`src/scih_defines.vh`:
```
// Constants for the storage card IDE host controller.
`ifndef SCIH_DEFINES_VH
`define SCIH_DEFINES_VH

// ----------------------------------------------------------------------------
// Control port register offsets
// ----------------------------------------------------------------------------
`define SCIH_CTL_CARD_CONTROL 2'h0
`define SCIH_CTL_TASK_FILE_CONTROL 2'h1

// ----------------------------------------------------------------------------
// Field positions
// ----------------------------------------------------------------------------
`define SCIH_BIT_PRESENT 0
`define SCIH_BIT_POWER 1
`define SCIH_BIT_RESET 2
`define SCIH_BIT_PRES_IRQ_EN 3
`define SCIH_BIT_CARD_IRQ_EN 0

// ----------------------------------------------------------------------------
// Card-register port decode
// ----------------------------------------------------------------------------
`define SCIH_TF_LAST_PRIMARY 4'h7
`define SCIH_TF_ALT_STATUS 4'he
`define SCIH_CS_PRIMARY 2'h2
`define SCIH_CS_SECONDARY 2'h1
`define SCIH_CS_IDLE 2'h3
`define SCIH_ALT_LOW_ADDR 3'h6

// ----------------------------------------------------------------------------
// Strobe timing, mode 0 cycle, in ns at an 8 ns clock
// ----------------------------------------------------------------------------
`define SCIH_CLK_PERIOD_NS 8
`define SCIH_T_SETUP_NS 70
`define SCIH_T_PULSE_NS 165
`define SCIH_T_CYCLE_NS 600
`define SCIH_T_HOLD_NS 30
// Cycle counts are the times above rounded up to whole clocks (recovery is the cycle less setup and pulse), sized to the counter.
`define SCIH_CYC_SETUP 7'h09
`define SCIH_CYC_PULSE 7'h15
`define SCIH_CYC_RECOVER 7'h2e
`define SCIH_CYC_HOLD 7'h04
`define SCIH_CNT_W 7

`endif

```
`src/scih_top.v`:
```
// Storage card IDE host controller: card-register port, control port and card pins.
//
// Summary of operation
// - Drive 11-bit address, 16-bit bidirectional data.
// - Drive selects, strobes, reset, power; sense inputs.
// - Forward offsets 0-7 and 14 to card.
// - Task-file register meanings differ for read/write.
// - Control register offsets 0,1; 2,3 reserved.
// - Reading card control clears pending presence interrupt.
// - Bit 0 reads card presence, read-only.
// - Bit 1 drives card power output.
// - Bit 2 holds card in reset.
// - Presence change raises interrupt when enabled.
// - Card interrupt forwarded when enabled.
// - Two separate active-high interrupt outputs.
// - Two memory-mapped agent ports.
// - True IDE mode, mode 0 strobe timing.
`timescale 1ns/1ps
`default_nettype none
`include "scih_defines.vh"

module scih_top (
    input wire i_ref_clk,
    input wire i_rst_b,
    input wire [3:0] i_tf_address,
    input wire i_tf_read,
    input wire i_tf_write,
    input wire [15:0] i_tf_writedata,
    output reg [15:0] o_tf_readdata,
    output wire o_tf_waitrequest,
    input wire [1:0] i_ctl_address,
    input wire i_ctl_read,
    input wire i_ctl_write,
    input wire [31:0] i_ctl_writedata,
    output reg [31:0] o_ctl_readdata,
    output reg [10:0] o_card_addr,
    input wire [15:0] i_card_data,
    output reg [15:0] o_card_data,
    output reg [15:0] o_card_data_oe_n,
    output reg [1:0] o_card_cs_n,
    output reg o_card_iord_n,
    output reg o_card_iowr_n,
    output wire o_card_mode_sel_n,
    output wire o_card_we_n,
    output reg o_card_reset_n,
    output wire o_card_rsvd,
    output reg o_card_power,
    input wire i_card_ready,
    input wire i_card_irq,
    input wire i_card_present,
    output reg o_presence_irq,
    output reg o_card_irq
);
    // ------------------------------------------------------------------------
    // States
    // ------------------------------------------------------------------------
    localparam ST_IDLE = 3'd0;
    localparam ST_SETUP = 3'd1;
    localparam ST_PULSE = 3'd2;
    localparam ST_WAITRDY = 3'd3;
    localparam ST_HOLD = 3'd4;
    localparam ST_RECOV = 3'd5;
    localparam ST_DONE = 3'd6;

    reg [2:0] state;
    reg [`SCIH_CNT_W-1:0] cnt;
    reg is_write;
    reg card_power_on;
    reg card_reset_hold;
    reg presence_irq_enable;
    reg card_irq_enable;
    reg present_d;
    wire present_s;
    wire card_irq_s;
    wire [15:0] data_s;

    // ------------------------------------------------------------------------
    // Input synchronisers
    // ------------------------------------------------------------------------
    scih_sync u_sync_present (
        .i_ref_clk(i_ref_clk),
        .i_rst_b(i_rst_b),
        .i_async(i_card_present),
        .o_sync(present_s)
    );
    scih_sync u_sync_irq (
        .i_ref_clk(i_ref_clk),
        .i_rst_b(i_rst_b),
        .i_async(i_card_irq),
        .o_sync(card_irq_s)
    );

    wire ready_s;
    scih_sync u_sync_ready (
        .i_ref_clk(i_ref_clk),
        .i_rst_b(i_rst_b),
        .i_async(i_card_ready),
        .o_sync(ready_s)
    );

    // Data is only captured after the strobe has been low for the full pulse
    // and ready has been seen, so it is stable when sampled past two flops.
    genvar gi;
    generate
        for (gi = 0; gi < 16; gi = gi + 1) begin : g_dsync
            scih_sync u_dsync (
                .i_ref_clk(i_ref_clk),
                .i_rst_b(i_rst_b),
                .i_async(i_card_data[gi]),
                .o_sync(data_s[gi])
            );
        end
    endgenerate

    // ------------------------------------------------------------------------
    // Fixed card pins: true IDE mode, word-wide strobes only.
    // ------------------------------------------------------------------------
    assign o_card_mode_sel_n = 1'b0;
    assign o_card_we_n = 1'b1;
    assign o_card_rsvd = 1'b0;

    // ------------------------------------------------------------------------
    // Card-register port sequencer
    // ------------------------------------------------------------------------
    wire tf_req = i_tf_read | i_tf_write;
    wire tf_mapped = (i_tf_address <= `SCIH_TF_LAST_PRIMARY) ||
        (i_tf_address == `SCIH_TF_ALT_STATUS);
    // Unmapped offsets complete at once with zero data rather than hanging.
    assign o_tf_waitrequest = tf_req & ~((state == ST_DONE) | (state == ST_IDLE & ~tf_mapped));

    always @(posedge i_ref_clk or negedge i_rst_b) begin
        if (!i_rst_b) begin
            state <= ST_IDLE;
            cnt <= {`SCIH_CNT_W{1'b0}};
            is_write <= 1'b0;
            o_tf_readdata <= 16'h0000;
            o_card_addr <= 11'h000;
            o_card_data <= 16'h0000;
            o_card_data_oe_n <= 16'hffff;
            o_card_cs_n <= `SCIH_CS_IDLE;
            o_card_iord_n <= 1'b1;
            o_card_iowr_n <= 1'b1;
        end else begin
            case (state)
                ST_IDLE: begin
                    if (tf_req && tf_mapped) begin
                        is_write <= i_tf_write;
                        // Offset 14 is the alternate bank: secondary select, low address 6.
                        if (i_tf_address == `SCIH_TF_ALT_STATUS) begin
                            o_card_cs_n <= `SCIH_CS_SECONDARY;
                            o_card_addr <= {8'h00, `SCIH_ALT_LOW_ADDR};
                        end else begin
                            o_card_cs_n <= `SCIH_CS_PRIMARY;
                            o_card_addr <= {8'h00, i_tf_address[2:0]};
                        end
                        o_card_data <= i_tf_writedata;
                        o_card_data_oe_n <= i_tf_write ? 16'h0000 : 16'hffff;
                        cnt <= `SCIH_CYC_SETUP;
                        state <= ST_SETUP;
                    end else if (tf_req) begin
                        o_tf_readdata <= 16'h0000;
                    end
                end
                ST_SETUP: begin
                    if (cnt > 1) begin
                        cnt <= cnt - 1'b1;
                    end else begin
                        o_card_iord_n <= is_write;
                        o_card_iowr_n <= ~is_write;
                        cnt <= `SCIH_CYC_PULSE;
                        state <= ST_PULSE;
                    end
                end
                ST_PULSE: begin
                    if (cnt > 1) begin
                        cnt <= cnt - 1'b1;
                    end else begin
                        state <= ST_WAITRDY;
                    end
                end
                ST_WAITRDY: begin
                    if (ready_s) begin
                        o_tf_readdata <= data_s;
                        o_card_iord_n <= 1'b1;
                        o_card_iowr_n <= 1'b1;
                        cnt <= `SCIH_CYC_HOLD;
                        state <= ST_HOLD;
                    end
                end
                ST_HOLD: begin
                    if (cnt > 1) begin
                        cnt <= cnt - 1'b1;
                    end else begin
                        o_card_cs_n <= `SCIH_CS_IDLE;
                        o_card_data_oe_n <= 16'hffff;
                        cnt <= `SCIH_CYC_RECOVER;
                        state <= ST_RECOV;
                    end
                end
                ST_RECOV: begin
                    if (cnt > 1) begin
                        cnt <= cnt - 1'b1;
                    end else begin
                        state <= ST_DONE;
                    end
                end
                ST_DONE: begin
                    // Clearing here lets an unmapped read, answered from idle, return zero.
                    o_tf_readdata <= 16'h0000;
                    state <= ST_IDLE;
                end
                default: begin
                    state <= ST_IDLE;
                end
            endcase
        end
    end

    // ------------------------------------------------------------------------
    // Control port registers and interrupts
    // ------------------------------------------------------------------------
    wire rd_card_ctl = i_ctl_read && (i_ctl_address == `SCIH_CTL_CARD_CONTROL);
    wire wr_card_ctl = i_ctl_write && (i_ctl_address == `SCIH_CTL_CARD_CONTROL);
    wire wr_tf_ctl = i_ctl_write && (i_ctl_address == `SCIH_CTL_TASK_FILE_CONTROL);
    wire presence_event = presence_irq_enable && (present_s != present_d);

    always @(posedge i_ref_clk or negedge i_rst_b) begin
        if (!i_rst_b) begin
            card_power_on <= 1'b0;
            card_reset_hold <= 1'b1;
            presence_irq_enable <= 1'b0;
            card_irq_enable <= 1'b0;
            present_d <= 1'b0;
            o_presence_irq <= 1'b0;
            o_card_irq <= 1'b0;
            o_card_power <= 1'b0;
            o_card_reset_n <= 1'b0;
            o_ctl_readdata <= 32'h0000_0000;
        end else begin
            present_d <= present_s;
            if (wr_card_ctl) begin
                card_power_on <= i_ctl_writedata[`SCIH_BIT_POWER];
                card_reset_hold <= i_ctl_writedata[`SCIH_BIT_RESET];
                presence_irq_enable <= i_ctl_writedata[`SCIH_BIT_PRES_IRQ_EN];
            end
            if (wr_tf_ctl) begin
                card_irq_enable <= i_ctl_writedata[`SCIH_BIT_CARD_IRQ_EN];
            end
            o_card_power <= card_power_on;
            o_card_reset_n <= ~card_reset_hold;
            // A new presence change in the read cycle wins over the clear.
            if (presence_event) begin
                o_presence_irq <= 1'b1;
            end else if (rd_card_ctl) begin
                o_presence_irq <= 1'b0;
            end
            // The card's line is a level; it follows the card while enabled.
            o_card_irq <= card_irq_enable & card_irq_s;
            o_ctl_readdata <= 32'h0000_0000;
            if (i_ctl_read) begin
                case (i_ctl_address)
                    `SCIH_CTL_CARD_CONTROL: begin
                        o_ctl_readdata <= {28'h000_0000, presence_irq_enable, card_reset_hold,
                            card_power_on, present_s};
                    end
                    `SCIH_CTL_TASK_FILE_CONTROL: begin
                        o_ctl_readdata <= {31'h0000_0000, card_irq_enable};
                    end
                    default: begin
                        o_ctl_readdata <= 32'h0000_0000;
                    end
                endcase
            end
        end
    end
endmodule // scih_top

`default_nettype wire

```
`src/scih_sync.v`:
```
// Two-flop synchroniser for one level input.
`timescale 1ns/1ps
`default_nettype none

module scih_sync (
    input wire i_ref_clk,
    input wire i_rst_b,
    input wire i_async,
    output reg o_sync
);
    reg meta;

    always @(posedge i_ref_clk or negedge i_rst_b) begin
        if (!i_rst_b) begin
            meta <= 1'b0;
            o_sync <= 1'b0;
        end else begin
            meta <= i_async;
            o_sync <= meta;
        end
    end
endmodule // scih_sync

`default_nettype wire

```
`config.mk`:
```
export PLATFORM = sky130hd
export DESIGN_NAME = scih_top
export DESIGN_NICKNAME = d
export VERILOG_FILES = /design/src/scih_top.v /design/src/scih_sync.v
export VERILOG_INCLUDE_DIRS = /design/src
export SDC_FILE = /design/constraint.sdc
export NUM_CORES = 1
export LEC_CHECK = 0
export BUFFER_PORTS_ARGS = -buffer_cell sky130_fd_sc_hd__buf_2
export CORE_UTILIZATION = 48
export DETAILED_ROUTE_END_ITERATION = 8
export GPL_TIMING_DRIVEN = 0
export HOLD_SLACK_MARGIN = 0.15
export PLACE_DENSITY = 0.8
export SYNTH_ARGS = -nofsm -noshare
export SYNTH_HDL_FRONTEND = slang
export SYNTH_HIERARCHICAL = 1
export SYNTH_SLANG_ARGS = --single-unit
```
`constraint.sdc`:
```
create_clock -name i_ref_clk -period 2.2 [get_ports i_ref_clk]
set_input_delay 0.33 -clock i_ref_clk [delete_from_list [all_inputs] [get_ports i_ref_clk]]
set_output_delay 0.33 -clock i_ref_clk [all_outputs]
set_load 0.005 [all_outputs]
```
Yosys cells after proc, flatten, opt, wreduce, memory -nomap -nowiden
Cells that the tools add are included.

Bits in registers: 153.

$add $sub $neg: 1. $lt $le $gt $ge: 2. Eq/ne operators: 18. Mux-type cells: 35. Bitwise gates (word level): 9. Reduce and logical (&&, ||, !) cells: 20.

Operators by type and width (number): 16-bit 2-to-1 mux (6); 16-bit case mux with 3 select lines (1); 7-bit 2-to-1 mux (5); 7-bit case mux with 5 select lines (1); 16-bit case mux with 2 select lines (1); 3-bit 2-to-1 mux (7); 3-bit case mux with 6 select lines (1); 2-bit != test (second input constant) (6); 3-bit equality test (second input constant) (3); 4-bit case mux with 2 select lines (1); 4-bit AND reduction (2); 7-bit by 1-bit greater-than comparator with 1-bit output (second input constant) (1); 7-bit by 1-bit subtractor with 7-bit output (second input constant) (1); 3-bit by 2-bit equality test with 1-bit output (second input constant) (2); 2-bit 2-to-1 mux (3); 2-bit by 1-bit != test with 1-bit output (second input constant) (3); 3-bit AND reduction (2); 6-bit AND reduction (1); 2-bit nonzero test (3); 1-bit logical AND (5); 1-bit 2-to-1 mux (5); 5-bit nonzero test (1); 4-bit equality test (second input constant) (1); 4-bit by 3-bit <= comparator with 1-bit output (second input constant) (1); 15 further kinds (22).

Longest topological paths before layout
Gate-level depths: netlist of run 1.

Word-level depth: 7. Depth in mapped cells: 7. Gate-level depth less buffers: 6.

Hierarchy
The synthesis of run 1 kept the hierarchy.

By module, submodules not included: scih_top (instances 1, cells an instance 308, area an instance 3395.8 um^2); scih_sync (instances 19, cells an instance 2, area an instance 50.0 um^2).

Worst setup path before layout of run 1
Ideal clock, no wire load.

Path type: register -> register. Start point: register state[1]. End point: register cnt[0]. Arrival time: 1.853 ns. Required time: 2.075 ns. Slack: 0.222 ns. Cell stages (with the launch flop): 8. Buffers on the path: 3. Period minus slack after synthesis: 1.978 ns. Path through: dfrtp_1 > buf_6 > or4_4 > a21o_1 > buf_6 > and3_1 > buf_6 > mux2_4.

Word-level cells in the longest chain between the ends: 4. Elaborated cells between the ends (all ways): 13.

Ends and longest elaborated chain: start: declaration (line scih_top.v:65) `reg [2:0] state;`; start signal: assignment (line scih_top.v:133) `state <= ST_IDLE;`; start signal: assignment (line scih_top.v:159) `state <= ST_SETUP;`; start signal: assignment (line scih_top.v:171) `state <= ST_PULSE;`; 3-bit equality test / 3-bit by 2-bit equality test with 1-bit output (equally long branches) (line scih_top.v:144) `case (state)`; 2-bit OR reduction (no source line); 5-bit nonzero test (no source line) / 2-bit by 1-bit != test with 1-bit output (equally long branches); 4-bit AND reduction (no source line); end signal: assignment (line scih_top.v:158) `` cnt <= `SCIH_CYC_SETUP; ``; end signal: assignment (line scih_top.v:166) `cnt <= cnt - 1'b1;`; end signal: assignment (line scih_top.v:170) `` cnt <= `SCIH_CYC_PULSE; ``; end: declaration (line scih_top.v:66) `` reg [`SCIH_CNT_W-1:0] cnt; ``.

Parallel ways exist; a longest one is shown, timed or not. A chain may end at the register's enable or synchronous reset.

Worst setup path in the final report of run 1
Start point: register cnt[2]. End point: register cnt[0].

Word-level cells in the longest chain between the ends: 3. Elaborated cells between the ends (all ways): 6.

Ends and longest elaborated chain: start signal: assignment (line scih_top.v:134) `` cnt <= {`SCIH_CNT_W{1'b0}}; ``; start signal: assignment (line scih_top.v:158); start signal: assignment (line scih_top.v:166); 7-bit by 1-bit greater-than comparator with 1-bit output *; 7-bit 2-to-1 mux, or another cell as far along (line scih_top.v:191) `if (cnt > 1) begin`; 7-bit case mux with 5 select lines / 4-bit AND reduction (equally long branches).

Every way passes the cells marked *; elsewhere a longest branch is shown, timed or not.

==> results of run 1 <==
## repair_timing
action | CTS | global route
endpoints found under the setup margin | 21 | 29
resized for setup | 8 | 19
hold endpoints to repair | 59 | 0
pin swaps | 0 | 1
hold buffers | 20 | 0
## worst max-delay path, delay by kind of cell, from the launching register on
family        cells  cell delay (ps)
simple gates      3             1240
mux               1              270
flops             1              500
## power groups by stage
stage,clock (W),combinational [W],sequential [W]
global route,0.00132,0.000272,0.00197
global placement,0,0.000202,0.00200
detailed placement,0,0.000213,0.00200
finish,0.00121,0.000243,0.00197
floorplan,0,0.0000959,0.00200
CTS,0.00124,0.000241,0.00197
## per-stage QoR
step	instances	area (µm²)	utilization, %
floorplan	383	4490	-
global placement	605	5190	59.2
detailed placement	606	5220	59.6
CTS	642	5670	64.7
global route	642	5700	65.1
finish	642	5700	65.1
## cells in the mapped netlist, types with 4 or more instances
library cell	n	area share (%)
a21oi_1	4	0.46
a22o_1	17	3.4
a31oi_1	11	1.6
and3_1	4	0.58
buf_2	5	0.58
buf_4	55	9.5
clkbuf_1	4	0.35
dfrtp_1	96	55
dfstp_2	6	3.6
inv_1	12	1.0
mux2_2	23	6.0
nand2_1	6	0.52
nand2b_1	4	0.58
nor2_1	12	1.0
nor3_1	6	0.69
nor3b_1	4	0.69
o21ai_0	8	0.92
xor2_1	4	0.81
## worst max path at each step
stage | end | slack, ps
after global routing | cnt[0] | 6
after CTS | o_tf_waitrequest | 2
after floorplan | cnt[0] | 220
after detailed placement | o_card_data[3] | -300
final | cnt[0] | 80
after global placement | o_card_data[5] | -290
## sequential cells by signal, summed over array words and instances (netlist names), 2 cells and up
name and flops:
o_tf_readdata 16, state 3, o_card_data 16, o_card_cs_n 2, o_card_addr 3, o_ctl_readdata 4
g_dsync.u_dsync/o_sync 16, g_dsync.u_dsync/meta 16, cnt 7
## routing by layer
metal / share of wire, % / GRT usage [%] / vias to the layer above
met3: 8.0 / 4.24 / 11
li1: - / - / 1489
met1: 41 / 26.1 / 1513
met2: 50 / 35.1 / 168
met4: 0.94 / 6.89 / 0
met5: 0 / 0 / -
## area by class of cell
cell class                      count  area share (%)
Buffer                             68            8.91
Clock buffer                        9            2.17
Clock inverter                      7            1.56
Inverter                           12           0.834
Multi-Input combinational cell    201            25.2
Sequential cell                   102            44.9
Tap cell                          108            2.37
Timing Repair Buffer              135            14.0
## kinds of logic after synthesis
kind of cell / after synthesis / synth area share (%)
xor gates and xnor gates: 6 / 1.21
and+or+nand+nor: 60 / 8.32
buffers and inverters: 80 / 12.3
other: 2 / 0.173
DFF: 102 / 58.9
muxes: 26 / 6.76
adders and majority gates: 2 / 0.576
AOI/OAI and AO/OA: 68 / 11.7
==> impl_results.md, run 1 <==
- Largest net degree at the start of global routing: 60
- Most common cell after layout, fill and taps aside: buf_2
- Mapped Area: 0.00435 mm²
- Hold_sp: i_ctl_writedata[1]
- Routability cong.: 0.874
- Post-DRT Antenna Nets: 0
- Core ar.: between 0.008 and 0.009 mm²
- Die height: between 90 and 100 µm
- Multi-input gate area: 0.00144 mm²
- CTS Buf Count: 9
- Skew-Pair Late Insertion Delay: 370 ps
- Hold depth: 2
- Netlist cell types: 59
- Drt total wl: 9260 µm
- Area Growth Syn to Fin: 31.2%
- CP max FO: 7
- Lkg Pwr: around 3.0 nW
- Final worst setup slack: 76.6 ps
- Pwr Density: about 600 mW/mm²
- First-pass GRT wire length: 15,500 µm
- FF-to-FF Start: cnt[2]
- Grt ovf: 0
- Min Hold Slack: 184 ps
- Tot Pwr: around 0.0034 W
- Post-route clock skew: about 14 ps
- Register area share after synthesis: 58.9%
- Crit path kind: flip-flop to flip-flop
- Vias in the first global route: roughly 3.2k
- Initial antenna violation count: 0
- Rel. slew slack: 59.1%
- Fillcell total: 651
- Commonest cells after routing, fill and taps aside: 115 x buf_2, 95 x dfrtp_1, 58 x buf_4, 39 x conb_1, 23 x mux2_2
- Worst path arrival time: 2380 ps
- Setup_tns: 0 ps
- Endpoints failing hold: 0
- Final setup viols: 0
- Post-DP HPWL: about 6600 µm
- Asr flop ratio synth: 100%
- Final period utilization: 96.5%
- RSZ-0062 raised after global routing: false
- RR Endpoint: cnt[0]
- Root buffer cell: clkbuf_8
- Syn avg cell area: 12.6 µm²
- Crit. Startpoint: cnt[2]
- Pre-antenna DRT Iters: 4
- Worst-path clk slew: 110 ps
- Worst vdd ir: about 0.44 mV
- GRT Util Overall: 20.5%
- CTS H-tree lvls: 3
- Number of vias per cell: 4.95
- Register area: 0.00256 mm²
- Nets: 610
- Worst Max-Slew Pin Slew: 613 ps
- Number of synthesized flops with an enable pin: 0
- DRC: 0
- Slew Viols, Final: 0
- Fmax: 0.471 GHz
- Mapped Cells: 346
- R2r worst-path depth: 4
- Post-CTS setup buffer count: 0
- Max-cap violations: 0
- CP Capture Type: flip-flop
- Diodes inserted: 0
- Io pins: 182
- R2r setup slk: 80 ps
- DR iter-0 viols: 190
- Buffers on Ports: 114
- Final Critical Period: ~2100 ps
- Sink of the worst hold path: card_power_on
- Switching power total: between 0.0008 and 0.0009 W
- Layout cell share with drive strength beyond 1: a little under half
- Req. time, crit path: around 2500 ps
- Share of power burned in the clock network: 35.4%
- CTS tree: done
- Die Span X: 97.2 µm
- Syn. warnings: 6
- Routed vias: 3,181
- Bufs on Longest Clock Path: 2
- Initial core utilization: 49.6%
- HP Class: input pin to flip-flop
- Core Rows: 34
- Top FF cell, synth: dfrtp_1
- DP Worst Slack: -305 ps
- Wire per inst: ~14 µm
- Sequential power share: about 57%
- Slowest CP cell: or4_1
- Gate power share: approximately 7.1%
- Critical path launch point type: flip-flop
- Run status: complete, no violations
- Crit-path max cell delay: approximately 650 ps
- Pint: 0.00255 W
- Switch share: between 20% and 30%
- Area of the die: 0.00944 mm²
- FF+latch count, synth: 102
- CTS Sinks: 102
- Crit-path cells: or4_1 -> nor4_2 -> nor4_1 -> mux2_4
Power figures use the tool's default switching activity.
==> inputs of run 2 (changes only) <==
MAX_ROUTING_LAYER = met4   (was default)
PLACE_DENSITY = 0.85   (was 0.8)
==> impl_results.md, run 2 (synthesis gave the netlist of run 1 again) <==
- Worst Max-Slew Pin Slew: 652 ps
- Commonest cells after routing, fill and taps aside: 115 x buf_2, 96 x dfrtp_1, 61 x buf_4, 39 x conb_1, 23 x mux2_2
- Grt ovf: 0
- Crit-path cells: buf_6 -> buf_2 -> buf_4 -> inv_4 -> mux2i_1 -> o22a_1 -> buf_2
- Final setup viols: 0
- RR Endpoint: cnt[0]
- Fmax: 0.467 GHz
- Bufs on Longest Clock Path: 2
- CP endpoint: o_tf_waitrequest
- Die height: 97.2 µm
- Diodes inserted: 0
- DP Worst Slack: -245 ps
- Nets: between 600 and 700
- Final instance area: 0.00571 mm²
- Vias in the first global route: 3,256
- Final worst setup slack: approximately 59 ps
- Rel. slew slack: 56.5%
- Root buffer cell: clkbuf_8
- CTS tree: done
- Placed Area: around 0.0052 mm²
- Endpoints failing hold: 0
- Post-DP HPWL: 6620 µm
- Top Metal Used: met4
- CTS H-tree lvls: 3
- CTS Sinks: 102
- DR iter-0 viols: 169
- Fillcell total: 699
- Buffers on Ports: around 110
- Routability cong.: 0.910
- DRC: 0
- Met2 wire length: 4650 µm
- Buf+Inv Stages, Crit Path: 5
- Lkg Pwr: about 3.0 nW
- Crit path kind: flip-flop to primary output
- Run status: complete, no violations
- Crit. Startpoint: state[1]
- Slowest CP cell: dfrtp_1
- Post-route clock skew: 13.7 ps
- Worst vdd ir: 0.533 mV
- Die Span X: 97.2 µm
- Core ar.: just under 0.009 mm²
- Crit-path max cell delay: 390 ps
- HP Class: input pin to flip-flop
- Routed vias: roughly 3.2k
- RSZ-0062 raised after global routing: false
- CP delay by family, top: buffers and inverters
- Layout cell share with drive strength beyond 1: around 46%
- First-pass GRT wire length: 15,900 µm
- Io pins: 182
- Post-DRT Antenna Nets: 0
- CP max FO: 10
- Number of vias per cell: 5.03
- Largest net degree at the start of global routing: 62
- Wl on met1: 4160 µm
- Skew-Pair Late Insertion Delay: 370 ps
- CP Capture Type: primary output
- Critical path launch point type: flip-flop
- Initial antenna violation count: 0
- FF-to-FF Start: state[0]
- Crit-path most repeated cell: buf_2
- Wire per inst: roughly 15 µm
- Most common cell after layout, fill and taps aside: buf_2
- Final period utilization: 97.3%
- Req. time, crit path: 1870 ps
- Core Rows: 34
- Area Growth Syn to Fin: 31.3%
- Worst path arrival time: 1810 ps
- Worst-path clk slew: 110 ps
- GRT Util Overall: 22.2%
- Pwr Density: 597 mW/mm²
- R2r setup slk: 100 ps
- Pre-antenna DRT Iters: 5
- Final Critical Period: 2140 ps
- R2r worst-path depth: 6
- Metal3 WL: 641 µm
- Initial core utilization: between 40 and 50%
- Crit path depth: 7
- Drt total wl: 9610 µm
- CTS Buf Count: 9
- Slew Viols, Final: 0
- Area of the die: 0.00944 mm²
- Max-cap violations: 0
## run 2: area by class of cell
type                            instances  area [µm²]  share of cell area, %
Sequential cell                       102        2560                   44.8
Multi-Input combinational cell        201        1440                   25.2
Timing Repair Buffer                  137         816                   14.3
Buffer                                 68         504                   8.83
Tap cell                              108         135                   2.37
Clock buffer                            9         124                   2.17
Clock inverter                          7        81.3                   1.42
Inverter                               12        47.5                  0.833
## run 2: timing repair
action,4_1_cts,5_1_grt
setup endpoints to repair,24,29
gates resized for setup,7,18
hold endpoints to repair,57,0
hold buffers,20,0
buffers inserted,0,2
pin swaps,0,0
## run 2: layer usage
layer	GRT usage (%)	up-vias
met4	8.04	0
met5	-	-
met2	35.2	172
met1	28.7	1556
li1	-	1496
met3	4.10	14
## run 2: stage by stage
step / util [%] / power (W) / setup TNS [ps] / cells / hold slack [ps]
floorplan: - / 0.00209 / 0 / 383 / 34.4
global placement: 59.2 / 0.00220 / -17720 / 605 / 332
detailed placement: 59.6 / 0.00222 / -4360 / 606 / 336
CTS: 64.5 / 0.00343 / -4.89 / 642 / 155
global route: 65.1 / 0.00355 / 0 / 644 / 169
finish: 65.1 / 0.00341 / 0 / 644 / 174
## run 2: worst min-delay path by stage
stage	startpoint	cells after the start	endpoint
detailed placement	u_sync_irq/meta	0	u_sync_irq/o_sync
CTS	i_ctl_writedata[2]	3	card_reset_hold
floorplan	i_rst_b	0	card_irq_enable
finish	i_ctl_writedata[2]	3	card_reset_hold
global placement	g_dsync[15].u_dsync/meta	0	g_dsync[15].u_dsync/o_sync
global route	i_tf_writedata[15]	2	o_card_data[15]
## run 2: power by group
group | internal [W] | leakage, nW | switching [W]
clock network | 0.000462 | 0.104 | 0.000734
logic | 0.000136 | 1.63 | 0.000110
registers | 0.00194 | 1.27 | 0.0000267
total | 0.00254 | 3.01 | 0.000870
## run 2: worst min-delay path: cells and delay by family
family / cells / cell delay, ps
buffers and inverters: 1 / 100
AOI/OAI and AO/OA: 1 / 70
and+or+nand+nor: 1 / 40
